### src/tam_pkg.sv
// Constants, register map and types for the T1 alarm and status monitor
package tam_pkg;
	// ************************************************************
	// Register map (byte offsets)
	// ************************************************************
	localparam int ADDR_W = 6;
	localparam logic [5:0] OFF_CTRL = 6'h00;
	localparam logic [5:0] OFF_LIVE = 6'h04;
	localparam logic [5:0] OFF_HIST = 6'h08;
	localparam logic [5:0] OFF_ACLR = 6'h0C;
	localparam logic [5:0] OFF_ISTS = 6'h10;
	localparam logic [5:0] OFF_IMSK = 6'h14;
	localparam logic [5:0] OFF_CUR = 6'h18;
	localparam logic [5:0] OFF_TOT = 6'h1C;
	localparam logic [5:0] OFF_PER = 6'h20;
	localparam logic [5:0] OFF_IDX = 6'h24;
	localparam logic [5:0] OFF_IDAT = 6'h28;
	localparam logic [5:0] OFF_ID = 6'h2C;
	// ************************************************************
	// Fields and reset values
	// ************************************************************
	localparam int CTRL_ESF = 0;
	localparam int CTRL_LOOP = 1;
	localparam logic [2:0] CTRL_RST = 3'h1;
	localparam int LV_SYNC = 0;
	localparam int LV_LOS = 1;
	localparam int LV_BLUE = 2;
	localparam int LV_RED = 3;
	localparam int LV_YEL = 4;
	localparam int LV_LOOP = 5;
	localparam int LV_TEST = 7;
	localparam int AH_BLUE = 0;
	localparam int AH_RED = 1;
	localparam int AH_YEL = 2;
	localparam int EV_BLUE = 0;
	localparam int EV_RED = 1;
	localparam int EV_YEL = 2;
	localparam int EV_LOS = 3;
	localparam int EV_INTV = 4;
	localparam int EV_W = 5;
	localparam logic [6:0] IDX_RST = 7'h01;
	// Identity word, value arbitrary
	localparam logic [31:0] ID_VALUE = 32'h0000_5A5A;
	localparam logic [1:0] RESP_OKAY = 2'h0;
	localparam logic [1:0] RESP_SLVERR = 2'h2;
	// ************************************************************
	// History sizing
	// ************************************************************
	localparam int HIST_DEPTH = 96;
	localparam int IDX_W = 7;
	localparam int CNT_W = 16;
	localparam int TOT_W = 32;
	// Loopback states
	typedef enum logic [1:0] {LOOP_NONE, LOOP_LOCAL, LOOP_LINE,
		LOOP_PAYLOAD} tam_loop_t;
endpackage

### src/tam_sync.sv
// Three-stage pin synchroniser with second/third stage agreement
`timescale 1ns/1ps
module tam_sync
#(
	parameter int W = 4
)
(
	// Clock and reset
	input wire logic aclk,
	input wire logic aresetn,
	// Raw pins and clean levels
	input wire logic [W-1:0] d,
	output logic [W-1:0] q
);
	logic [W-1:0] s1; // First stage, read only by s2
	logic [W-1:0] s2; // Second stage
	logic [W-1:0] s3; // Third stage
	logic [W-1:0] next_q; // Accepted level

	// Output follows only where the late stages agree
	always_comb
	begin
		for (int i = 0; i < W; i++)
			next_q[i] = (s2[i] == s3[i]) ? s3[i] : q[i];
	end

	// Stage registers; stages keep running through reset
	always_ff @(posedge aclk)
	begin
		s1 <= d;
		s2 <= s1;
		s3 <= s2;
		// Flush to the pin level so no false edge follows reset
		if (!aresetn)
			q <= s3;
		else
			q <= next_q;
	end
endmodule

### src/tam_hist.sv
// ESF performance counts: current interval, totals, 96-interval history
`timescale 1ns/1ps
module tam_hist
	import tam_pkg::*;
#(
	parameter int DEPTH = tam_pkg::HIST_DEPTH
)
(
	// Clock and reset
	input wire logic aclk,
	input wire logic aresetn,
	// Framing and events
	input wire logic esf,
	input wire logic err_evt,
	input wire logic tick,
	// History read port
	input wire logic [tam_pkg::IDX_W-1:0] rd_idx,
	output logic [tam_pkg::CNT_W-1:0] rd_data,
	// Counts
	output logic [tam_pkg::CNT_W-1:0] cur_cnt,
	output logic [tam_pkg::TOT_W-1:0] tot_cnt,
	output logic [tam_pkg::TOT_W-1:0] tot_per
);
	logic [CNT_W-1:0] mem [DEPTH]; // Completed intervals
	logic [IDX_W-1:0] wr_ptr; // Next slot to fill
	logic [IDX_W-1:0] filled; // Valid intervals held
	logic [IDX_W-1:0] next_wr_ptr;
	logic [IDX_W-1:0] next_filled;
	logic [CNT_W-1:0] next_cur;
	logic [TOT_W-1:0] next_tot;
	logic [TOT_W-1:0] next_per;
	logic commit; // Interval closes under ESF
	logic cnt_en; // Event counted
	logic [IDX_W:0] slot; // Slot of requested interval

	// Next-state of counters and pointers
	always_comb
	begin
		commit = tick & esf;
		cnt_en = err_evt & esf;
		next_cur = (tick ? '0 : cur_cnt) + CNT_W'(cnt_en);
		next_tot = tot_cnt + TOT_W'(cnt_en);
		next_per = tot_per + TOT_W'(commit);
		next_wr_ptr = wr_ptr;
		next_filled = filled;
		if (commit)
		begin
			next_wr_ptr = (wr_ptr == IDX_W'(DEPTH - 1)) ? '0 : wr_ptr + 1'b1;
			if (filled != IDX_W'(DEPTH))
				next_filled = filled + 1'b1;
		end
	end

	// Index 1 is the slot just behind the write pointer
	always_comb
	begin
		slot = {1'b0, wr_ptr} + (IDX_W+1)'(DEPTH) - {1'b0, rd_idx};
		if (slot >= (IDX_W+1)'(DEPTH))
			slot = slot - (IDX_W+1)'(DEPTH);
		if (rd_idx == '0 || rd_idx > filled)
			rd_data = '0;
		else
			rd_data = mem[slot[IDX_W-1:0]];
	end

	// History store, no reset needed for the array
	always_ff @(posedge aclk)
	begin
		if (commit)
			mem[wr_ptr] <= cur_cnt;
	end

	// Counter registers
	always_ff @(posedge aclk)
	begin
		if (!aresetn)
		begin
			wr_ptr <= '0;
			filled <= '0;
			cur_cnt <= '0;
			tot_cnt <= '0;
			tot_per <= '0;
		end
		else
		begin
			wr_ptr <= next_wr_ptr;
			filled <= next_filled;
			cur_cnt <= next_cur;
			tot_cnt <= next_tot;
			tot_per <= next_per;
		end
	end
endmodule

### src/tam_top.sv
// T1 alarm and status monitor with AXI4-Lite register slave
//
// Decided for this implementation: the address map and register access over AXI4-Lite.
`timescale 1ns/1ps
module tam_top
(
	// Clock and reset
	input wire logic aclk,
	input wire logic aresetn,
	// AXI4-Lite write address
	input wire logic [tam_pkg::ADDR_W-1:0] awaddr,
	input wire logic awvalid,
	output logic awready,
	// AXI4-Lite write data
	input wire logic [31:0] wdata,
	input wire logic [3:0] wstrb,
	input wire logic wvalid,
	output logic wready,
	// AXI4-Lite write response
	output logic [1:0] bresp,
	output logic bvalid,
	input wire logic bready,
	// AXI4-Lite read address
	input wire logic [tam_pkg::ADDR_W-1:0] araddr,
	input wire logic arvalid,
	output logic arready,
	// AXI4-Lite read data
	output logic [31:0] rdata,
	output logic [1:0] rresp,
	output logic rvalid,
	input wire logic rready,
	// Network receive indications (asynchronous pins)
	input wire logic rx_pulse_seen,
	input wire logic rx_frame_lock,
	input wire logic rx_ais_det,
	input wire logic rx_yellow_det,
	// Performance events (same clock)
	input wire logic err_evt,
	input wire logic interval_tick,
	// Transmit alarm responses and panel
	output logic tx_ais,
	output logic tx_yellow,
	output logic test_led,
	// Interrupt
	output logic irq
);
	import tam_pkg::*;

	// ************************************************************
	// Declarations
	// ************************************************************
	logic [3:0] line_q; // Clean receive levels
	logic [CNT_W-1:0] h_rd; // Selected history interval
	logic [CNT_W-1:0] h_cur; // Current interval count
	logic [TOT_W-1:0] h_tot; // Total count
	logic [TOT_W-1:0] h_per; // Completed periods
	logic aw_have; // Write address held
	logic w_have; // Write data held
	logic [ADDR_W-1:0] aw_q; // Held write address
	logic [31:0] wd_q; // Held write data
	logic ws_q; // Held low byte strobe
	logic [2:0] ctrl; // Framing and loopback select
	logic [EV_W-1:0] imask; // Interrupt mask
	logic [IDX_W-1:0] hidx; // History index select
	logic [EV_W-1:0] ists; // Interrupt status
	logic [2:0] ahist; // Alarm history
	logic [7:0] live; // Live status word
	logic next_aw_have;
	logic next_w_have;
	logic [ADDR_W-1:0] next_aw_q;
	logic [31:0] next_wd_q;
	logic next_ws_q;
	logic [2:0] next_ctrl;
	logic [EV_W-1:0] next_imask;
	logic [IDX_W-1:0] next_hidx;
	logic next_awready;
	logic next_wready;
	logic next_bvalid;
	logic [1:0] next_bresp;
	logic next_arready;
	logic next_rvalid;
	logic [31:0] next_rdata;
	logic [1:0] next_rresp;
	logic [EV_W-1:0] next_ists;
	logic [2:0] next_ahist;
	logic [7:0] next_live;
	logic next_tx_ais;
	logic next_tx_yellow;
	logic next_test_led;
	logic next_irq;
	logic do_wr; // Write commits this cycle
	logic wr_ok; // Write address is mapped
	logic wl; // Low byte lane written
	logic [EV_W-1:0] ev; // Events this cycle
	logic [EV_W-1:0] w1c; // Status bits software clears
	logic aclr; // Alarm-clear request
	logic esf; // ESF framing selected
	tam_loop_t loop; // Loopback state

	// ************************************************************
	// Submodules
	// ************************************************************
	// Receive pins into the clock domain
	tam_sync #(.W(4)) tam_sync_i
	(
		.aclk(aclk),
		.aresetn(aresetn),
		.d({rx_yellow_det, rx_ais_det, rx_frame_lock, rx_pulse_seen}),
		.q(line_q)
	);

	// Interval history and totals
	tam_hist tam_hist_i
	(
		.aclk(aclk),
		.aresetn(aresetn),
		.esf(esf),
		.err_evt(err_evt),
		.tick(interval_tick),
		.rd_idx(hidx),
		.rd_data(h_rd),
		.cur_cnt(h_cur),
		.tot_cnt(h_tot),
		.tot_per(h_per)
	);

	// ************************************************************
	// Register bus
	// ************************************************************
	assign esf = ctrl[CTRL_ESF];
	assign loop = tam_loop_t'(ctrl[CTRL_LOOP +: 2]);

	// Mapped-offset check
	function automatic logic mapped(input logic [ADDR_W-1:0] a);
		mapped = (a[1:0] == 2'b00) && (a <= OFF_ID);
	endfunction

	// Read data mux
	function automatic logic [31:0] rd_mux(input logic [ADDR_W-1:0] a);
		rd_mux = '0;
		unique case (a)
			OFF_CTRL: rd_mux = 32'(ctrl);
			OFF_LIVE: rd_mux = 32'(live);
			OFF_HIST: rd_mux = 32'(ahist);
			OFF_ISTS: rd_mux = 32'(ists);
			OFF_IMSK: rd_mux = 32'(imask);
			OFF_CUR: rd_mux = esf ? 32'(h_cur) : '0;
			OFF_TOT: rd_mux = h_tot;
			OFF_PER: rd_mux = h_per;
			OFF_IDX: rd_mux = 32'(hidx);
			OFF_IDAT: rd_mux = 32'(h_rd);
			OFF_ID: rd_mux = ID_VALUE;
			default: rd_mux = '0;
		endcase
	endfunction

	// Bus handshakes and software-written registers
	always_comb
	begin
		next_aw_have = aw_have;
		next_w_have = w_have;
		next_aw_q = aw_q;
		next_wd_q = wd_q;
		next_ws_q = ws_q;
		next_ctrl = ctrl;
		next_imask = imask;
		next_hidx = hidx;
		next_bvalid = bvalid;
		next_bresp = bresp;
		next_rvalid = rvalid;
		next_rdata = rdata;
		next_rresp = rresp;
		do_wr = aw_have & w_have & ~bvalid;
		wr_ok = mapped(aw_q);
		wl = do_wr & wr_ok & ws_q;
		// Address and data taken independently
		if (awvalid & awready)
		begin
			next_aw_have = 1'b1;
			next_aw_q = awaddr;
		end
		if (wvalid & wready)
		begin
			next_w_have = 1'b1;
			next_wd_q = wdata;
			next_ws_q = wstrb[0];
		end
		// Commit once both halves are held
		if (do_wr)
		begin
			next_aw_have = 1'b0;
			next_w_have = 1'b0;
			next_bvalid = 1'b1;
			next_bresp = wr_ok ? RESP_OKAY : RESP_SLVERR;
		end
		else if (bvalid & bready)
			next_bvalid = 1'b0;
		// Writable fields, low byte lane only
		if (wl && aw_q == OFF_CTRL)
			next_ctrl = wd_q[2:0];
		if (wl && aw_q == OFF_IMSK)
			next_imask = wd_q[EV_W-1:0];
		if (wl && aw_q == OFF_IDX)
			next_hidx = wd_q[IDX_W-1:0];
		// Read: one request while no answer stands
		if (arvalid & arready)
		begin
			next_rvalid = 1'b1;
			next_rdata = mapped(araddr) ? rd_mux(araddr) : '0;
			next_rresp = mapped(araddr) ? RESP_OKAY : RESP_SLVERR;
		end
		else if (rvalid & rready)
			next_rvalid = 1'b0;
		next_awready = ~next_aw_have & ~next_bvalid;
		next_wready = ~next_w_have & ~next_bvalid;
		next_arready = ~next_rvalid;
	end

	// Bus registers
	always_ff @(posedge aclk)
	begin
		if (!aresetn)
		begin
			aw_have <= 1'b0;
			w_have <= 1'b0;
			aw_q <= '0;
			wd_q <= '0;
			ws_q <= 1'b0;
			ctrl <= CTRL_RST;
			imask <= '0;
			hidx <= IDX_RST;
			awready <= 1'b0;
			wready <= 1'b0;
			bvalid <= 1'b0;
			bresp <= RESP_OKAY;
			arready <= 1'b0;
			rvalid <= 1'b0;
			rdata <= '0;
			rresp <= RESP_OKAY;
		end
		else
		begin
			aw_have <= next_aw_have;
			w_have <= next_w_have;
			aw_q <= next_aw_q;
			wd_q <= next_wd_q;
			ws_q <= next_ws_q;
			ctrl <= next_ctrl;
			imask <= next_imask;
			hidx <= next_hidx;
			awready <= next_awready;
			wready <= next_wready;
			bvalid <= next_bvalid;
			bresp <= next_bresp;
			arready <= next_arready;
			rvalid <= next_rvalid;
			rdata <= next_rdata;
			rresp <= next_rresp;
		end
	end

	// ************************************************************
	// Alarms, history and interrupt
	// ************************************************************
	// Live status, alarm responses, latched events
	always_comb
	begin
		next_live = '0;
		next_live[LV_SYNC] = line_q[1];
		next_live[LV_LOS] = ~line_q[0];
		next_live[LV_BLUE] = line_q[2];
		next_live[LV_RED] = ~line_q[1];
		next_live[LV_YEL] = line_q[3];
		next_live[LV_LOOP +: 2] = loop;
		next_live[LV_TEST] = (loop != LOOP_NONE);
		next_tx_ais = next_live[LV_LOS];
		next_tx_yellow = next_live[LV_RED];
		next_test_led = next_live[LV_TEST];
		// Rising edges of each alarm are events
		ev = '0;
		ev[EV_BLUE] = next_live[LV_BLUE] & ~live[LV_BLUE];
		ev[EV_RED] = next_live[LV_RED] & ~live[LV_RED];
		ev[EV_YEL] = next_live[LV_YEL] & ~live[LV_YEL];
		ev[EV_LOS] = next_live[LV_LOS] & ~live[LV_LOS];
		ev[EV_INTV] = interval_tick & esf;
		aclr = wl && aw_q == OFF_ACLR && wd_q[0];
		w1c = (wl && aw_q == OFF_ISTS) ? wd_q[EV_W-1:0] : '0;
		// Clear only by request, new event wins
		next_ahist = aclr ? '0 : ahist;
		next_ahist[AH_BLUE] = next_ahist[AH_BLUE] | ev[EV_BLUE];
		next_ahist[AH_RED] = next_ahist[AH_RED] | ev[EV_RED];
		next_ahist[AH_YEL] = next_ahist[AH_YEL] | ev[EV_YEL];
		next_ists = (ists & ~w1c) | ev;
		next_irq = |(next_ists & imask);
	end

	// Alarm registers
	always_ff @(posedge aclk)
	begin
		if (!aresetn)
		begin
			live <= '0;
			ahist <= '0;
			ists <= '0;
			tx_ais <= 1'b0;
			tx_yellow <= 1'b0;
			test_led <= 1'b0;
			irq <= 1'b0;
		end
		else
		begin
			live <= next_live;
			ahist <= next_ahist;
			ists <= next_ists;
			tx_ais <= next_tx_ais;
			tx_yellow <= next_tx_yellow;
			test_led <= next_test_led;
			irq <= next_irq;
		end
	end
endmodule

### config.mk
export PLATFORM = sky130hd
export DESIGN_NAME = tam_top
export DESIGN_NICKNAME = d
export VERILOG_FILES = /design/src/tam_pkg.sv /design/src/tam_sync.sv /design/src/tam_hist.sv /design/src/tam_top.sv
export SDC_FILE = /design/constraint.sdc
export NUM_CORES = 2
export LEC_CHECK = 0
export ABC_AREA = 1
export CORE_MARGIN = 2
export CORE_UTILIZATION = 55
export DETAILED_ROUTE_END_ITERATION = 8
export DONT_BUFFER_PORTS = 1
export HOLD_SLACK_MARGIN = 0.06
export PLACE_DENSITY_LB_ADDON = 0.1
export SLEW_MARGIN = 20
export SYNTH_ARGS = -nofsm -noshare
export SYNTH_HDL_FRONTEND = slang
export SYNTH_HIERARCHICAL = 1
export SYNTH_SLANG_ARGS = --single-unit
### constraint.sdc
create_clock -name aclk -period 4.4 [get_ports aclk]
set_clock_uncertainty 0.15 [all_clocks]
set_input_delay 0 -clock aclk [delete_from_list [all_inputs] [get_ports aclk]]
set_output_delay 0 -clock aclk [all_outputs]
set_load 0.02 [all_outputs]
## Word level (Yosys, flattened, before mapping)

Memory sizes are Yosys's and may differ from the RTL's.
Index checks and enable logic that the tools add are counted.

- Bits in registers: 202
- Bits in latches: 0
- Memory bits (writable): 1536
- Memory bits (read-only): 0
- Input port bits: 61
- Output and inout bits: 45
- Logic and storage cells: 150
- Memories kept: 1

- Add/sub/neg operators: 8
- $mul: 0
- Div/mod/pow operators: 0
- Magnitude comparators: 4
- Equality and inequality tests: 24
- Shifts and indexed selects: 0
- Mux-type cells: 26
- Bitwise operators: 35
- Reduce and logical (&&, ||, !) cells: 17

Memories:

| name | depth | width | rd ports | clocked after Yosys merged registers in | write ports | RTL line | source |
|---|---|---|---|---|---|---|---|
| tam_hist_i.mem | 96 | 16 | 1 | 0 | 1 | tam_hist.sv:24 | `logic [CNT_W-1:0] mem [DEPTH];` |

Operators by type and width:

| operator | number |
|---|---|
| 32-bit one-hot mux with 11 select lines | 1 |
| 32-bit by 1-bit adder with 32-bit output | 2 |
| 16-bit 2-to-1 mux | 3 |
| 6-bit by 5-bit == test with 1-bit output (second input constant) | 6 |
| 32-bit 2-to-1 mux | 1 |
| 6-bit == test (second input constant) | 5 |
| 1-bit bitwise AND | 17 |
| 16-bit by 1-bit adder with 16-bit output | 1 |
| 7-bit by 1-bit adder with 7-bit output (second input constant) | 2 |
| 1-bit 2-to-1 mux | 14 |
| 7-bit 2-to-1 mux | 2 |
| 6-bit by 4-bit == test with 1-bit output (second input constant) | 2 |
| 6-bit <= comparator (second input constant) | 2 |
| 6-bit zero test | 2 |
| 1-bit NOT | 11 |
| 5-bit bitwise AND | 2 |
| 7-bit by 7-bit adder with 8-bit output (second input constant) | 1 |
| 8-bit by 7-bit greater-or-equal comparator with 1-bit output (second input constant) | 1 |
| 1-bit logical AND | 8 |
| 2-bit by 1-bit != test with 1-bit output (second input constant) | 4 |
| 8-bit by 7-bit subtractor with 8-bit output | 1 |
| 7-bit == test (second input constant) | 1 |
| 7-bit > comparator | 1 |
| 7-bit zero test | 1 |
| other kinds (16) | 23 |

## Logic depth before layout (Yosys ltp)

- Depth in word-level cells: 11
- Gate-level depth with buffers: 24
- Gate-level depth less buffers: 23

## By module

The synthesis kept the hierarchy.

Modules (own cells, without submodules):

| module | times used | cells each | area each (µm²) | sequential area each (µm²) |
|---|---|---|---|---|
| tam_hist | 1 | 5869 | 66787.8 | 48006.0 |
| tam_top | 1 | 565 | 4016.4 | 1741.7 |
| tam_sync | 1 | 36 | 440.4 | 360.3 |

## Least setup slack after synthesis

OpenSTA, ideal clock, no wires.

- Path type: flip-flop to flip-flop
- Start point: reg tam_hist_i/cur_cnt[0] (netlist name)
- End point: reg tam_hist_i/cur_cnt[14] (netlist name)
- Library setup time: 125 ps
- Arrival time: 3059 ps
- Data required time: 4125 ps
- Setup slack: 1067 ps
- Cell stages (with the launch flop): 12
- Buffers on the path: 0
- Period minus slack after synthesis: 3333 ps
- Path through: dfxtp_1 inv_1 nor2_1 ha_1 ha_1 nand3_1 nor2_1 nand4_1 inv_1 nand4_1 o21ai_0 a21oi_1

- Cells in the longest elaborated chain, start to end: 2

Ends and longest elaborated chain:

| element | RTL line | source |
|---|---|---|
| from (decl) | tam_hist.sv:20 | `output logic [tam_pkg::CNT_W-1:0] cur_cnt,` |
| from (signal assigned) | tam_hist.sv:88 | `cur_cnt <= next_cur;` |
| 16-bit 2-to-1 mux | tam_hist.sv:41 | `next_cur = (tick ? '0 : cur_cnt) + CNT_W'(cnt_en);` |
| 16-bit by 1-bit adder with 16-bit output | tam_hist.sv:41 |  |

Every way passes these cells.
A chain may end at the register's enable or synchronous reset.

## Final worst setup path

- Start point: reg hidx[1]
- End point: reg rdata[3]

- Cells in the longest elaborated chain, start to end: 7
- Elaborated cells between the ends (all ways): 11
- Classes of those cells: add/sub: 2; order compare: 2; mux: 4; reduce/logical: 2; memory: 1

Ends and longest elaborated chain:

| element | RTL line | source |
|---|---|---|
| from (decl) | tam_top.sv:64 | `logic [IDX_W-1:0] hidx;` |
| from (signal assigned) | tam_top.sv:250 | `hidx <= next_hidx;` |
| 8-bit by 7-bit subtractor with 8-bit output | tam_hist.sv:57 | `slot = {1'b0, wr_ptr} + (IDX_W+1)'(DEPTH) - {1'b0, rd_idx};` |
| 7-bit subtractor / 8-bit by 7-bit greater-or-equal comparator with 1-bit output (equally long branches) | tam_hist.sv:59, tam_hist.sv:58 |  |
| 7-bit 2-to-1 mux | tam_hist.sv:58 | `if (slot >= (IDX_W+1)'(DEPTH))` |
| memory 96 x 16 bit | -- |  |
| 16-bit 2-to-1 mux (*) | tam_hist.sv:60 | `if (rd_idx == '0 \|\| rd_idx > filled)` |
| net h_rd[3] | tam_top.sv:53 | `logic [CNT_W-1:0] h_rd;` |
| 32-bit one-hot mux with 11 select lines (*) | tam_top.sv:141 | `unique case (a)` |
| 32-bit 2-to-1 mux (*) | tam_top.sv:209 | `next_rdata = mapped(araddr) ? rd_mux(araddr) : '0;` |
| to (signal assigned) | tam_top.sv:257 | `rdata <= next_rdata;` |
| to (decl) | tam_top.sv:28 | `output logic [31:0] rdata,` |

The timed path passes the listed nets; every way through them passes the cells marked *.

==> flow_metrics.tcl <==
set metrics [dict create \
    status "finished, final reports clean" \
    row_count 132 \
    worst_pin_slew_ns 1.14 \
    pwr-share-clk 0.403 \
    syn2layout_area_growth_pct 13.4 \
    path_clk_slew_ns 0.06 \
    initial_core_util 0.552 \
    r2r_start "hidx[1]" \
    num_vias 49800 \
    vias_per_cell 5.87 \
    r2r-end "rdata[3]" \
    clkLatencyLatePin_ns 0.81 \
    drv_slew 0 \
    p_per_area_nw_per_um2 451 \
    io_buffers 0 \
    pin_count 106 \
    hold_slack_ns 0.118 \
    dr.pass1.iters 6 \
    cts_root_buf "clkbuf_16" \
    synth-seq-cells 1733 \
    drive_gt1_frac 0.0856 \
    cts_setup_buffers 0 \
    synth_cells 6470 \
    h-tree-depth 4 \
    cp-end-kind "flop" \
    place_ws_ns 0.104 \
    dp_cells 8083 \
    die_y_um 364 \
    power_mw 36.4 \
    grt_pass1_vias 47300 \
    cts_tree "done" \
    synth_top_flop_cell "edfxtp_1" \
    crit_fanout 45 \
    track_usage 0.302 \
    cell_internal_pwr_mw 27.3 \
    gp_congestion 0.927 \
    antenna_found_initial 4 \
    fin_area_sq_um 80800 \
    reg2reg_depth 20 \
    synth.cell_area_sq_um 71200 \
    die-area_sq_um 132000 \
    drt_iter0_markers 5951 \
    switchingPower_mw 9.11 \
    power_leakage_nw 29.8 \
    synthArstFlopShare 0 \
    n_fill_cell 10100 \
    switching_share 0.250 \
    synth.yosys.warnings 6 \
    period_needed_ns 4.35 \
    ys_seq_area_frac 0.703 \
    hold_path_class "in2reg" \
    max_slew_margin 0.241 \
    worstSetupStartpointType "flop" \
    hold_violations 0 \
    hpwlAfterDp_mm 115 \
    wl_per_cell_um 23.5 \
    final_util 0.626 \
    finalSetupViolations 0 \
    critPathKind "reg2reg" \
    required_ns 4.98 \
    cts_buffers 176 \
    grt_max_degree 109 \
    ys_types 54 \
    critPathCapture "rdata[3]" \
    place_area_sq_um 74300 \
    avgSynthCellArea_sq_um 11.0 \
    cts_buffer_depth 3 \
    final_nets 6692 \
    drt-total-wl_mm 199 \
    max_freq_mhz 230 \
    ir_drop_v 0.000394 \
    grt_overflow 0 \
    critPathArrivalTime_ns 4.93 \
    core_region_area_sq_um 129000 \
    finalNonFillerCells 8483 \
    die_w_um 364 \
    drcViolationCount 0 \
    grt_first_pass_wirelength_mm 298 \
    r2r_slack_ns 0.05 \
    synth_edf_count 1540 \
    ant_nets 0 \
    crit_start "hidx[1]" \
    pwr-share-seq 0.488 \
    tns_ns 0 \
    max-cap-violations 0 \
    fin_ws_ns 0.0499 \
    min-delay-start "rx_yellow_det" \
    power_frac_comb 0.109 \
    period_share 0.989 \
    rsz0062_at_grt "true" \
    cts_sinks 1733 \
]
-- state kept, by name, indices dropped and copies added, names as in the netlist, 3 cells and up --
register / cells
ahist: 3
tam_hist_i/cur_cnt: 16
ists: 5
rdata: 32
live: 7
tam_hist_i/filled: 7
tam_sync_i/s2: 4
ctrl: 3
tam_sync_i/s3: 4
tam_hist_i/wr_ptr: 7
hidx: 7
tam_hist_i/tot_cnt: 32
tam_sync_i/q: 4
imask: 5
wd_q: 7
aw_q: 6
tam_sync_i/s1: 4
tam_hist_i/mem: 1536
tam_hist_i/tot_per: 32
-- Yosys cell counts (all sizes together) (2+ instances only) --
cell type | number | area, sq um
a211oi | 5 | 37.5
a21oi | 180 | 901
a221oi | 2 | 17.5
a22o | 20 | 175
a22oi | 4 | 30.0
a31oi | 3 | 18.8
and3 | 2 | 12.5
buf | 218 | 1080
clkbuf | 154 | 578
clkinv | 2 | 8.75
dfxtp | 193 | 3860
edfxtp | 1540 | 46200
ha | 29 | 363
inv | 201 | 754
nand2 | 1943 | 7310
nand3 | 1433 | 7180
nand3b | 2 | 15.0
nand4 | 31 | 200
nor2 | 304 | 1200
nor3 | 34 | 214
nor3b | 6 | 50.1
nor4 | 7 | 50.1
o211ai | 10 | 75.1
o21a | 9 | 67.6
o21ai | 108 | 544
or2 | 10 | 62.6
or3 | 2 | 12.5
xnor2 | 7 | 68.8
xor2 | 6 | 60.1
-- how the worst min path moves through the flow --
stage	endpoint	slack, ns	depth (start not counted)
floorplan	tam_sync_i/s1[0]	-0.12	0
global route	tam_sync_i/s1[0]	0.11	2
detailed placement	tam_sync_i/s1[0]	-0.12	0
CTS	tam_sync_i/s1[3]	0.07	2
global placement	tam_sync_i/s1[3]	-0.12	0
finish	tam_sync_i/s1[3]	0.12	2
-- cells in the final DEF, fill, tap and decap left out, types with 12 or more instances in the layout --
cell type / synthesis / final
nand2_1: 1938 / 1938
edfxtp_1: 1540 / 1540
nand3_1: 1432 / 1432
nor2_1: 291 / 277
buf_4: 13 / 202
inv_1: 192 / 190
clkbuf_16: 0 / 183
dfxtp_1: 193 / 177
a21oi_1: 180 / 176
dlygate4sd3_1: 0 / 80
o21ai_0: 77 / 77
buf_12: 0 / 38
clkinv_1: 1 / 37
clkbuf_1: 154 / 36
o21ai_1: 30 / 30
nand4_1: 30 / 30
nor3_1: 29 / 28
ha_1: 29 / 27
clkinv_2: 1 / 24
a22o_1: 20 / 20
nor2_2: 7 / 19
dfxtp_4: 0 / 16
bufinv_16: 0 / 12
-- worst max-delay path: stages (launching register included) --
cell     delay, ns
dfxtp_1       0.34
inv_1         0.09
ha_1          0.34
ha_4          0.18
fa_4          0.96
buf_12        0.30
buf_4         0.24
nand3_1       0.10
nand3_1       0.09
nand3_1       0.17
nand2_1       0.23
nand2_1       0.11
nand2_1       0.08
nor2_1        0.04
nor2_1        0.33
nand2_1       0.11
nand2_1       0.08
a21oi_1       0.05
nand3_1       0.09
nand2_1       0.05
a21oi_1       0.14
-- power groups by stage --
stage / registers, mW / clock network (mW) / logic [mW]
after floorplan: 18.1 / 0 / 2.25
final: 17.8 / 14.7 / 3.98
after detailed placement: 18.1 / 0 / 3.80
after global routing: 17.8 / 15.5 / 4.26
after global placement: 18.1 / 0 / 3.79
after CTS: 17.8 / 14.8 / 3.90
-- kinds of logic after synthesis --
logic type	Yosys count	share of synthesized area
and+or+nand+nor	3774	0.229
DFF	1733	0.703
buffers and inverters	575	0.0340
AOI/OAI and AO/OA	344	0.0266
adders and majority gates	30	0.00537
xor gates and xnor gates	13	0.00181
other	1	0.0000526
-- final cells by class --
type	instances	area, sq um	area share
Antenna cell	1	2.50	0.0000310
Clock buffer	229	4840	0.0600
Clock inverter	88	811	0.0100
Inverter	203	786	0.00973
Multi-Input combinational cell	4163	18800	0.233
Sequential cell	1733	50200	0.621
Tap cell	1742	2180	0.0270
Timing Repair Buffer	324	3160	0.0391
-- routing by layer --
metal	routed length, um	track usage	vias to the layer above
li1	-	-	22900
met1	82100	0.425	24300
met2	92700	0.471	2245
met3	17900	0.0575	341
met4	6770	0.107	6
met5	53	0	-
-- timing repair --
item                                    in CTS  in global routing
hold buffers                                82                  0
hold endpoints to repair                   221                  0
endpoints found under the setup margin       0                  5
gates resized for setup                      0                  5
Note: power is estimated with default switching activity, not from simulation.
